<file path="src/common/tsd_defines.svh">
// Register offsets, field positions, reset values and codes of the terminal status display.
// Assumes it is included by bare name wherever a constant is needed.
`ifndef TSD_DEFINES_SVH
`define TSD_DEFINES_SVH

`define TSD_AW              8
`define TSD_ADDR_CTRL       8'h00
`define TSD_ADDR_LINK       8'h04
`define TSD_ADDR_INWORD     8'h08
`define TSD_ADDR_OUTWORD    8'h0c
`define TSD_ADDR_SEG        8'h10
`define TSD_ADDR_NAV        8'h14

`define TSD_RESP_OKAY       2'h0
`define TSD_RESP_SLVERR     2'h2

`define TSD_CTRL_SCOPE_LSB  0
`define TSD_CTRL_SCOPE_MSB  1
`define TSD_CTRL_RESET      2'h0
`define TSD_SCOPE_FULL      2'h2

`define TSD_LINK_FORWARD    0
`define TSD_LINK_BWD        1
`define TSD_LINK_CLR        2
`define TSD_LINK_RESET      3'h0

`define TSD_MENU_IO         3'h4
`define TSD_MENU_RESET      3'h1
`define TSD_ITEM_TERM       3'h0
`define TSD_ITEM_COMM       3'h1
`define TSD_ITEM_LAST       3'h4

`define TSD_SEG_A           0
`define TSD_SEG_F           5
`define TSD_SEG_G           6
`define TSD_SEG_DP          7

`define TSD_HX_RELAY        8
`define TSD_HX_LINK_FORWARD  13
`define TSD_HX_LINK_BACKWARD 14
`define TSD_HX_CLR          15

`define TSD_SYNC_W          12

`endif

</file>
<file path="src/common/tsd_pkg.sv">
// Types shared by the terminal status display design.
// Assumes nothing of its surroundings.
`default_nettype none
package tsd_pkg;

  typedef enum logic [1:0] {
    TSD_MENU = 2'h0,
    TSD_LIST = 2'h1,
    TSD_ITEM = 2'h3
  } tsd_nav_e;

  typedef struct packed {
    logic [4:0] inputs_on;
    logic       transistor_output;
    logic       relay_make_contact;
  } tsd_term_s;

  typedef struct packed {
    logic link_clear;
    logic link_backward_command;
    logic link_forward_command;
  } tsd_link_s;

endpackage : tsd_pkg
`default_nettype wire

</file>
<file path="src/core/tsd_sync.sv">
// Two-stage synchroniser for a bundle of pin levels.
// Assumes each bit is an independent level; no word coherence is implied.
`default_nettype none
module tsd_sync #(
  parameter int WIDTH = 1
) (
  input  wire logic             clk,
  input  wire logic             rst_n,
  input  wire logic [WIDTH-1:0] d,
  output logic      [WIDTH-1:0] q
);

  logic [WIDTH-1:0] meta_r;

  always_ff @(posedge clk) begin
    if (!rst_n) begin
      meta_r <= '0;
      q      <= '0;
    end else begin
      meta_r <= d;
      q      <= meta_r;
    end
  end

endmodule // tsd_sync
`default_nettype wire

</file>
<file path="src/core/tsd_hexseg.sv">
// Turns a word into seven-segment patterns, one hexadecimal digit per display digit.
// Assumes segment order dp,g,f,e,d,c,b,a from bit 7 down; the result is combinational.
`default_nettype none
module tsd_hexseg #(
  parameter int DIGITS = 4
) (
  input  wire logic [4*DIGITS-1:0] word,
  output logic      [8*DIGITS-1:0] seg
);

  function automatic logic [7:0] glyph(input logic [3:0] n);
    unique case (n)
      4'h0: glyph = 8'h3f;
      4'h1: glyph = 8'h06;
      4'h2: glyph = 8'h5b;
      4'h3: glyph = 8'h4f;
      4'h4: glyph = 8'h66;
      4'h5: glyph = 8'h6d;
      4'h6: glyph = 8'h7d;
      4'h7: glyph = 8'h07;
      4'h8: glyph = 8'h7f;
      4'h9: glyph = 8'h6f;
      4'ha: glyph = 8'h77;
      4'hb: glyph = 8'h7c;
      4'hc: glyph = 8'h39;
      4'hd: glyph = 8'h5e;
      4'he: glyph = 8'h79;
      4'hf: glyph = 8'h71;
    endcase
  endfunction

  for (genvar i = 0; i < DIGITS; i++) begin : g_digit
    assign seg[8*i +: 8] = glyph(word[4*i +: 4]);
  end

endmodule // tsd_hexseg
`default_nettype wire

</file>
<file path="src/core/tsd_top.sv">
// Terminal status display: drive-terminal levels shown on a four-digit seven-segment monitor.
// Assumes pins are asynchronous to CLOCK and software uses the AXI4-Lite slave port.
//
// What this block does
// RULE_01: Rightmost digit segments a-e show forward, backward and three auxiliary inputs.
// RULE_02: Third digit segment a lights while the transistor output is closed.
// RULE_03: Leftmost digit segment a lights while relay common meets the make contact.
// RULE_04: Second digit f, g, dp show link forward, backward and fault-clear commands.
// RULE_05: Segments without a terminal stay dark in segment mode.
// RULE_06: Raw terminal levels are shown, never the logically inverted signal.
// RULE_07: An input is on when tied to the common chosen by the jumper.
// RULE_08: Inside an item the function key toggles segment and hexadecimal views.
// RULE_09: Program key goes item to list, then list to menu.
// RULE_10: Menus may change only when the menu scope setting is two.
// RULE_11: Hex input word holds forward in bit 0, backward bit 1, auxiliaries bits 2-4.
// RULE_12: Hex output word holds transistor in bit 0, relay make contact in bit 8.
// RULE_13: Terminals are sampled into registers and the display updates from them.
//
// Our own choices: the AXI4-Lite register port and the address map.
`include "tsd_defines.svh"
`default_nettype none
module tsd_top #(
  parameter int NUM_IN = 5,
  parameter int DIGITS = 4
) (
  input  wire logic                 CLOCK,
  input  wire logic                 RST_N,
  input  wire logic [NUM_IN-1:0]    TERM_LEVEL,
  input  wire logic                 SOURCE_JUMPER,
  input  wire logic                 TRANSISTOR_CLOSED,
  input  wire logic                 RELAY_MAKE_CLOSED,
  input  wire logic                 KEY_UP,
  input  wire logic                 KEY_DOWN,
  input  wire logic                 KEY_FUNC,
  input  wire logic                 KEY_PRG,
  output logic      [8*DIGITS-1:0]  SEG,
  input  wire logic [`TSD_AW-1:0]   S_AXI_AWADDR,
  input  wire logic                 S_AXI_AWVALID,
  output logic                      S_AXI_AWREADY,
  input  wire logic [31:0]          S_AXI_WDATA,
  input  wire logic [3:0]           S_AXI_WSTRB,
  input  wire logic                 S_AXI_WVALID,
  output logic                      S_AXI_WREADY,
  output logic      [1:0]           S_AXI_BRESP,
  output logic                      S_AXI_BVALID,
  input  wire logic                 S_AXI_BREADY,
  input  wire logic [`TSD_AW-1:0]   S_AXI_ARADDR,
  input  wire logic                 S_AXI_ARVALID,
  output logic                      S_AXI_ARREADY,
  output logic      [31:0]          S_AXI_RDATA,
  output logic      [1:0]           S_AXI_RRESP,
  output logic                      S_AXI_RVALID,
  input  wire logic                 S_AXI_RREADY
);

  logic [`TSD_SYNC_W-1:0] pin_s;
  logic [NUM_IN-1:0]      lvl_s;
  logic                   src_s;
  logic                   tr_s;
  logic                   rly_s;
  logic [3:0]             key_s;
  logic [3:0]             key_q_r;
  logic [3:0]             press;
  tsd_pkg::tsd_term_s     term_r;
  tsd_pkg::tsd_link_s     link_r;
  tsd_pkg::tsd_nav_e      nav_r;
  logic [1:0]             scope_r;
  logic [2:0]             menu_r;
  logic [2:0]             item_r;
  logic                   hex_r;
  logic [15:0]            in_word;
  logic [15:0]            out_word;
  logic [15:0]            hex_word;
  logic [8*DIGITS-1:0]    hex_seg;
  logic [8*DIGITS-1:0]    seg_nxt;
  logic [8*DIGITS-1:0]    seg_r;

  tsd_sync #(.WIDTH(`TSD_SYNC_W)) u_sync (
    .clk   (CLOCK),
    .rst_n (RST_N),
    .d     ({KEY_PRG, KEY_FUNC, KEY_DOWN, KEY_UP, RELAY_MAKE_CLOSED, TRANSISTOR_CLOSED,
             SOURCE_JUMPER, TERM_LEVEL}),
    .q     (pin_s)
  );

  assign {key_s, rly_s, tr_s, src_s, lvl_s} = pin_s;
  assign press = key_s & ~key_q_r;

  always_ff @(posedge CLOCK) begin
    if (!RST_N) begin
      key_q_r <= '0;
    end else begin
      key_q_r <= key_s;
    end
  end

  // A pin reads low when tied to the sink common and high when tied to the source common.
  // No logic-inversion setting is applied here, so an inverted input may look dark while active.
  always_ff @(posedge CLOCK) begin
    if (!RST_N) begin
      term_r <= '0;
    end else begin
      term_r.inputs_on          <= src_s ? lvl_s : ~lvl_s; // see RULE_06 see RULE_07 see RULE_13
      term_r.transistor_output  <= tr_s;                   // see RULE_13
      term_r.relay_make_contact <= rly_s;                  // see RULE_13
    end
  end

  always_ff @(posedge CLOCK) begin
    if (!RST_N) begin
      nav_r  <= tsd_pkg::TSD_MENU;
      menu_r <= `TSD_MENU_RESET;
      item_r <= `TSD_ITEM_TERM;
      hex_r  <= 1'b0;
    end else begin
      unique case (nav_r)
        tsd_pkg::TSD_MENU: begin
          if (scope_r == `TSD_SCOPE_FULL && press[0]) begin
            menu_r <= menu_r + 3'h1; // see RULE_10
          end else if (scope_r == `TSD_SCOPE_FULL && press[1]) begin
            menu_r <= menu_r - 3'h1; // see RULE_10
          end else if (press[2] && menu_r == `TSD_MENU_IO) begin
            nav_r  <= tsd_pkg::TSD_LIST;
            item_r <= `TSD_ITEM_TERM;
          end
        end
        tsd_pkg::TSD_LIST: begin
          if (press[3]) begin
            nav_r <= tsd_pkg::TSD_MENU; // see RULE_09
          end else if (press[2]) begin
            nav_r <= tsd_pkg::TSD_ITEM;
            hex_r <= 1'b0;
          end else if (press[0]) begin
            item_r <= (item_r == `TSD_ITEM_LAST) ? `TSD_ITEM_TERM : item_r + 3'h1;
          end else if (press[1]) begin
            item_r <= (item_r == `TSD_ITEM_TERM) ? `TSD_ITEM_LAST : item_r - 3'h1;
          end
        end
        tsd_pkg::TSD_ITEM: begin
          if (press[3]) begin
            nav_r <= tsd_pkg::TSD_LIST; // see RULE_09
          end else if (press[2]) begin
            hex_r <= ~hex_r; // see RULE_08
          end
        end
        default: begin
          nav_r <= tsd_pkg::TSD_MENU;
        end
      endcase
    end
  end

  always_comb begin
    in_word                      = '0;
    in_word[NUM_IN-1:0]          = term_r.inputs_on; // see RULE_11
    in_word[`TSD_HX_LINK_FORWARD]  = link_r.link_forward_command;
    in_word[`TSD_HX_LINK_BACKWARD] = link_r.link_backward_command;
    in_word[`TSD_HX_CLR]         = link_r.link_clear;
    out_word                     = '0;
    out_word[0]                  = term_r.transistor_output;  // see RULE_12
    out_word[`TSD_HX_RELAY]      = term_r.relay_make_contact; // see RULE_12
  end

  // Menu and list show their own codes; analog items are not built and show blank.
  always_comb begin
    hex_word = '0;
    unique case (nav_r)
      tsd_pkg::TSD_MENU: hex_word = {13'h0, menu_r};
      tsd_pkg::TSD_LIST: hex_word = {1'b0, menu_r, 9'h0, item_r};
      tsd_pkg::TSD_ITEM: hex_word = (item_r == `TSD_ITEM_TERM) ? out_word : in_word;
      default:           hex_word = '0;
    endcase
  end

  tsd_hexseg #(.DIGITS(DIGITS)) u_hex (
    .word (hex_word),
    .seg  (hex_seg)
  );

  always_comb begin
    seg_nxt = '0; // see RULE_05
    if (nav_r != tsd_pkg::TSD_ITEM || hex_r) begin
      seg_nxt = (nav_r == tsd_pkg::TSD_ITEM && item_r > `TSD_ITEM_COMM) ? '0 : hex_seg;
    end else if (item_r <= `TSD_ITEM_COMM) begin
      seg_nxt[NUM_IN-1:0]     = term_r.inputs_on;           // see RULE_01
      seg_nxt[8+`TSD_SEG_F]   = link_r.link_forward_command;  // see RULE_04
      seg_nxt[8+`TSD_SEG_G]   = link_r.link_backward_command; // see RULE_04
      seg_nxt[8+`TSD_SEG_DP]  = link_r.link_clear;            // see RULE_04
      if (item_r == `TSD_ITEM_TERM) begin
        seg_nxt[16+`TSD_SEG_A] = term_r.transistor_output;  // see RULE_02
        seg_nxt[24+`TSD_SEG_A] = term_r.relay_make_contact; // see RULE_03
      end
    end
  end

  always_ff @(posedge CLOCK) begin
    if (!RST_N) begin
      seg_r <= '0;
    end else begin
      seg_r <= seg_nxt; // see RULE_13
    end
  end

  assign SEG = seg_r;

  // Register slave: address and data are caught separately; the response needs both.
  logic              aw_have_r;
  logic              w_have_r;
  logic [`TSD_AW-1:0] aw_addr_r;
  logic [31:0]        w_data_r;
  logic              w_strb0_r;
  logic              wr_go;
  logic [31:0]        rd_mux;
  logic              rd_hit;

  assign S_AXI_AWREADY = !aw_have_r && !S_AXI_BVALID;
  assign S_AXI_WREADY  = !w_have_r && !S_AXI_BVALID;
  assign wr_go         = aw_have_r && w_have_r && !S_AXI_BVALID;
  assign S_AXI_ARREADY = !S_AXI_RVALID;

  always_ff @(posedge CLOCK) begin
    if (!RST_N) begin
      aw_have_r <= 1'b0;
      aw_addr_r <= '0;
    end else if (S_AXI_AWVALID && S_AXI_AWREADY) begin
      aw_have_r <= 1'b1;
      aw_addr_r <= S_AXI_AWADDR;
    end else if (wr_go) begin
      aw_have_r <= 1'b0;
    end
  end

  always_ff @(posedge CLOCK) begin
    if (!RST_N) begin
      w_have_r  <= 1'b0;
      w_data_r  <= '0;
      w_strb0_r <= 1'b0;
    end else if (S_AXI_WVALID && S_AXI_WREADY) begin
      w_have_r  <= 1'b1;
      w_data_r  <= S_AXI_WDATA;
      w_strb0_r <= S_AXI_WSTRB[0];
    end else if (wr_go) begin
      w_have_r <= 1'b0;
    end
  end

  always_ff @(posedge CLOCK) begin
    if (!RST_N) begin
      scope_r <= `TSD_CTRL_RESET;
      link_r  <= `TSD_LINK_RESET;
    end else if (wr_go && w_strb0_r) begin
      if (aw_addr_r == `TSD_ADDR_CTRL) begin
        scope_r <= w_data_r[`TSD_CTRL_SCOPE_MSB:`TSD_CTRL_SCOPE_LSB];
      end else if (aw_addr_r == `TSD_ADDR_LINK) begin
        link_r.link_forward_command  <= w_data_r[`TSD_LINK_FORWARD];
        link_r.link_backward_command <= w_data_r[`TSD_LINK_BWD];
        link_r.link_clear            <= w_data_r[`TSD_LINK_CLR];
      end
    end
  end

  always_ff @(posedge CLOCK) begin
    if (!RST_N) begin
      S_AXI_BVALID <= 1'b0;
      S_AXI_BRESP  <= `TSD_RESP_OKAY;
    end else if (wr_go) begin
      S_AXI_BVALID <= 1'b1;
      S_AXI_BRESP  <= (aw_addr_r == `TSD_ADDR_CTRL || aw_addr_r == `TSD_ADDR_LINK) ?
                      `TSD_RESP_OKAY : `TSD_RESP_SLVERR;
    end else if (S_AXI_BREADY) begin
      S_AXI_BVALID <= 1'b0;
    end
  end

  always_comb begin
    rd_mux = '0;
    rd_hit = 1'b1;
    unique case (S_AXI_ARADDR)
      `TSD_ADDR_CTRL:    rd_mux = {30'h0, scope_r};
      `TSD_ADDR_LINK:    rd_mux = {29'h0, link_r};
      `TSD_ADDR_INWORD:  rd_mux = {16'h0, in_word};
      `TSD_ADDR_OUTWORD: rd_mux = {16'h0, out_word};
      `TSD_ADDR_SEG:     rd_mux = seg_r;
      `TSD_ADDR_NAV:     rd_mux = {22'h0, hex_r, 1'b0, item_r, menu_r, nav_r};
      default:           rd_hit = 1'b0;
    endcase
  end

  always_ff @(posedge CLOCK) begin
    if (!RST_N) begin
      S_AXI_RVALID <= 1'b0;
      S_AXI_RDATA  <= '0;
      S_AXI_RRESP  <= `TSD_RESP_OKAY;
    end else if (S_AXI_ARVALID && S_AXI_ARREADY) begin
      S_AXI_RVALID <= 1'b1;
      S_AXI_RDATA  <= rd_mux;
      S_AXI_RRESP  <= rd_hit ? `TSD_RESP_OKAY : `TSD_RESP_SLVERR;
    end else if (S_AXI_RREADY) begin
      S_AXI_RVALID <= 1'b0;
    end
  end

  logic seg_view;
  assign seg_view = nav_r == tsd_pkg::TSD_ITEM && !hex_r && item_r == `TSD_ITEM_TERM;

  a_run_input_seg : assert property (@(posedge CLOCK) disable iff (!RST_N) // see RULE_01
    $past(seg_view) |-> SEG[NUM_IN-1:0] == $past(term_r.inputs_on))
    else $error("input segments do not follow sampled inputs");
  a_transistor_seg : assert property (@(posedge CLOCK) disable iff (!RST_N) // see RULE_02
    $past(seg_view) |-> SEG[16+`TSD_SEG_A] == $past(term_r.transistor_output))
    else $error("third digit segment a wrong");
  a_relay_seg : assert property (@(posedge CLOCK) disable iff (!RST_N) // see RULE_03
    $past(seg_view) |-> SEG[24+`TSD_SEG_A] == $past(term_r.relay_make_contact))
    else $error("leftmost digit segment a wrong");
  a_link_cmd_seg : assert property (@(posedge CLOCK) disable iff (!RST_N) // see RULE_04
    $past(seg_view) |-> SEG[15:13] == $past(link_r))
    else $error("second digit link segments wrong");
  a_dark_unused : assert property (@(posedge CLOCK) disable iff (!RST_N) // see RULE_05
    $past(seg_view) |-> SEG[7:NUM_IN] == '0 && SEG[12:8] == '0 && SEG[23:17] == '0 && SEG[31:25] == '0)
    else $error("unassigned segment lit");
  a_jumper_sense : assert property (@(posedge CLOCK) disable iff (!RST_N) // see RULE_07
    $past(RST_N) |-> term_r.inputs_on == ($past(src_s) ? $past(lvl_s) : ~$past(lvl_s)))
    else $error("input on-state ignores jumper");
  a_mode_toggle : assert property (@(posedge CLOCK) disable iff (!RST_N) // see RULE_08
    nav_r == tsd_pkg::TSD_ITEM && press[2] && !press[3] |=> hex_r != $past(hex_r))
    else $error("function key did not toggle view");
  a_prg_back : assert property (@(posedge CLOCK) disable iff (!RST_N) // see RULE_09
    press[3] && nav_r != tsd_pkg::TSD_MENU |=>
    nav_r == (($past(nav_r) == tsd_pkg::TSD_ITEM) ? tsd_pkg::TSD_LIST : tsd_pkg::TSD_MENU))
    else $error("program key did not step back");
  a_scope_lock : assert property (@(posedge CLOCK) disable iff (!RST_N) // see RULE_10
    scope_r != `TSD_SCOPE_FULL |=> $stable(menu_r))
    else $error("menu changed outside full scope");
  a_hex_layout : assert property (@(posedge CLOCK) disable iff (!RST_N) // see RULE_11 see RULE_12
    in_word[12:NUM_IN] == '0 && out_word[0] == term_r.transistor_output &&
    out_word[`TSD_HX_RELAY] == term_r.relay_make_contact && in_word[0] == term_r.inputs_on[0])
    else $error("hex status word layout wrong");

endmodule // tsd_top
`default_nettype wire

</file>
<file path="config.mk">
export PLATFORM = sky130hd
export DESIGN_NAME = tsd_top
export DESIGN_NICKNAME = d
export VERILOG_FILES = /design/src/common/tsd_pkg.sv /design/src/core/tsd_sync.sv /design/src/core/tsd_hexseg.sv /design/src/core/tsd_top.sv
export VERILOG_INCLUDE_DIRS = /design/src /design/src/common
export SDC_FILE = /design/constraint.sdc
export NUM_CORES = 1
export LEC_CHECK = 0
export BUFFER_PORTS_ARGS = -buffer_cell sky130_fd_sc_hd__buf_2
export CAP_MARGIN = 20
export CORE_MARGIN = 2
export CORE_UTILIZATION = 30
export DETAILED_ROUTE_END_ITERATION = 10
export GPL_TIMING_DRIVEN = 0
export HOLD_SLACK_MARGIN = 0.12
export MAX_ROUTING_LAYER = met4
export PLACE_DENSITY = 0.53
export SLEW_MARGIN = 20
export SYNTH_ARGS = -nofsm -noshare
export SYNTH_HDL_FRONTEND = slang
export SYNTH_SLANG_ARGS = --single-unit
</file>
<file path="constraint.sdc">
create_clock -name CLOCK -period 3.8 [get_ports CLOCK]
set_input_delay 0 -clock CLOCK [delete_from_list [all_inputs] [get_ports CLOCK]]
set_output_delay 0 -clock CLOCK [all_outputs]
set_load 0.1 [all_outputs]
</file>
==> run metrics <==
# DRC=0; outcome=completed; die width=134.8 microns; worst hold-check path type=primary input to register; Switch Pwr=1021 uW; Final Skew=0.01203 ns; nets@finish=796; 1st-iter DRT viols=240; cell internal pwr=1884 uW; vias per cell=4.797; DR vias=4471; crit-path max FO=10; Starting Density=0.3085; Reg clk slew, reported paths=0.08 ns; placed insts=885; gpl congestion=0.8473; Req. time, crit path=4.09 ns; FMAX=0.3590 GHz; PostCTS Resize Cnt=0; Synth area leaders=dfxtp_1, and2_1, ha_1; Ys Warns=0; share of cells above drive strength 1=0.2346; vias in the first global route=4232; post-route insts no fill=932; crit path DAT=3.07 ns; grt ovf=0; Main synth FF type=dfxtp_1; Gate Count Post-Synth=558; diode count=0; Reg power frac=0.438; Critical R2R Launch=item_r[1]; CP Class=register to register; insertion delay to the later sink of the worst-skew pair=0.36 ns; hold_buf cts=31; final WL=14390 microns; power share of the clock group=0.334; Combinational Power Share=0.228; Crit. End Element=register; first-pass iteration count of the detailed router=5; Seq/Total Area, Yosys=0.4368; cell area power density=443.5 nW/um^2; CTS tree=yes; final hold vios=0; Max clock buf depth=2; H-tree levels=3; Least-Margin Pin Slew=0.7334 ns; Yosys top cell by area=dfxtp_1; Seq cells post-synth=112; Post-synth EDFFs=0; Final Setup Violations=0; Port-buffer cells=99; die area=18180 sq um; num rows=47; fin. max-slew vios=0; setup TNS=0 ns; LEAKAGE=0.002815 uW; largest net degree at the start of global routing=23; period utilisation layout=0.7331; global-route wire length before repair=22770 microns; RSZ-0062 raised after global routing=false; WL/cell=15.44 microns; max-cap violations=0; Worst setup SP type=register; synth-to-layout area growth=27.59%; Netlist Area Pre-Place=5134 sq um; syn avg cell area=9.200 sq um; Core Region=16640 sq um; post-synthesis async set-or-reset flop share=0; Synth top area share=0.4368; Total GRT Usage=0.1669; Post-CTS Setup Bufs=0; # IOs=144; CTS Sinks=112; Antenna Nets Post-Route=0; Unique masters post-synth=69; minimum clock period=2.786 ns; Root Buffer=clkbuf_16; Worst Setup SP=item_r[1]; Net Sw Frac=0.3515; half-perimeter wire length after placement=10910 microns; maximum vdd drop=0.2241 mV; chip height=134.8 microns; Worst Hold Launch=RST_N; Num CTS Buffers=9; initial antenna violation count=0; slew margin rel.=0.5069
==> power by group through the flow <==
stage | logic, uW | clock network [uW] | registers (uW)
2_1_floorplan | 339 | 0 | 1460
3_3_place_gp | 630 | 0 | 1300
3_5_place_dp | 639 | 0 | 1300
4_1_cts | 665 | 1000 | 1270
5_1_grt | 708 | 1040 | 1280
6_report | 663 | 971 | 1270
==> worst max-delay path: stages, from the launching register on <==
cell and delay [ns]:
dfxtp_1 0.49, inv_1 0.13, ha_1 0.32, nand2b_4 0.13, buf_6 0.15, a32oi_1 0.13
nor2_1 0.26, inv_1 0.13, ha_1 0.23, or4_1 0.51, o31a_1 0.12, o21ai_1 0.11
==> layout make-up <==
class	count	area (sq um)
Timing Repair Buffer	130	805.8
Clock buffer	9	225.2
Multi-Input combinational cell	379	2499
Sequential cell	112	2242
Inverter	19	71.32
Buffer	56	351.6
Clock inverter	7	80.08
Fill cell	1704	10090
Tap cell	220	275.3
==> cell usage in the layout, fill, tap and decap left out, types with 3 or more instances in the layout <==
master	count
a211oi_1	5
a21o_1	3
a21oi_1	40
a221oi_1	7
a22o_1	5
a22oi_1	6
a311oi_1	5
a31o_2	3
a31oi_1	6
a32o_1	3
a32oi_1	3
and2_1	36
and3_1	7
buf_2	101
buf_4	25
clkbuf_1	24
clkbuf_16	9
clkbuf_8	3
conb_1	9
dfxtp_1	112
dlygate4sd3_1	31
ha_1	17
inv_1	18
mux2i_1	14
nand2_1	47
nand2b_1	8
nand3_1	20
nand4_1	3
nor2_1	46
nor2b_1	6
nor3_1	5
o21ai_0	14
o21ai_1	4
or2_2	3
or3_1	4
xor2_1	7
==> path summary, 6_finish.rpt <==
path	endpoint	slack, ns	cells after the start
worst max-delay path	SEG[24]	1.01	11
worst min register to register	u_sync.q[0]	0.44	1
worst min-delay path	S_AXI_RDATA[15]	0.15	3
worst max register to register	SEG[24]	1.01	11
==> per-layer routing <==
| layer | wire (microns) | global-route usage | part of all wire | vias up |
|---|---|---|---|---|
| met2 | 6717 | 0.2648 | 0.47 | 135 |
| li1 | - | - | - | 2219 |
| met1 | 6618 | 0.2128 | 0.46 | 2097 |
| met5 | 0 | - | 0 | - |
| met3 | 772 | 0.03416 | 0.054 | 20 |
| met4 | 284 | 0.05556 | 0.020 | 0 |
==> sequential cells by signal, indices dropped and copies added (netlist names), 4 cells and up <==
register	count
u_sync.meta_r	12
u_sync.q	12
key_q_r	4
aw_addr_r	8
S_AXI_RDATA	24
in_word	8
SEG	21
==> per-stage QoR <==
stage	area [sq um]	util	hold slack (ns)	worst slack, ns	power (uW)
2_1_floorplan	5164	-	0.1001	0.8233	1797
3_3_place_gp	5934	0.3566	0.1901	1.102	1928
3_5_place_dp	5934	0.3566	0.1967	1.057	1938
4_1_cts	6550	0.3936	0.1227	1.013	2938
5_1_grt	6550	0.3936	0.1683	0.8903	3024
6_report	6550	0.3936	0.1453	1.014	2905
==> kinds of logic after synthesis <==
family	synth area share
AND/OR/NAND/NOR	0.2137
AO/OA/AOI/OAI	0.1713
flip-flops	0.4368
buffers and inverters	0.08238
adder cells (fa/ha/maj)	0.04533
multiplexers	0.03607
XOR/XNOR	0.01365
other	0.0007305
==> cell usage after synthesis, types with 6 or more instances <==
| master | count |
|---|---|
| dfxtp_1 | 112 |
| nand2_1 | 47 |
| nor2_1 | 46 |
| a21oi_1 | 40 |
| and2_1 | 36 |
| buf_4 | 25 |
| clkbuf_1 | 24 |
| nand3_1 | 20 |
| inv_1 | 18 |
| ha_1 | 17 |
| mux2i_1 | 14 |
| o21ai_0 | 14 |
| nand2b_1 | 8 |
| a221oi_1 | 7 |
| and3_1 | 7 |
| xor2_1 | 7 |
| a22oi_1 | 6 |
| a31oi_1 | 6 |
| nor2b_1 | 6 |
(Power assumes the default switching activity.)
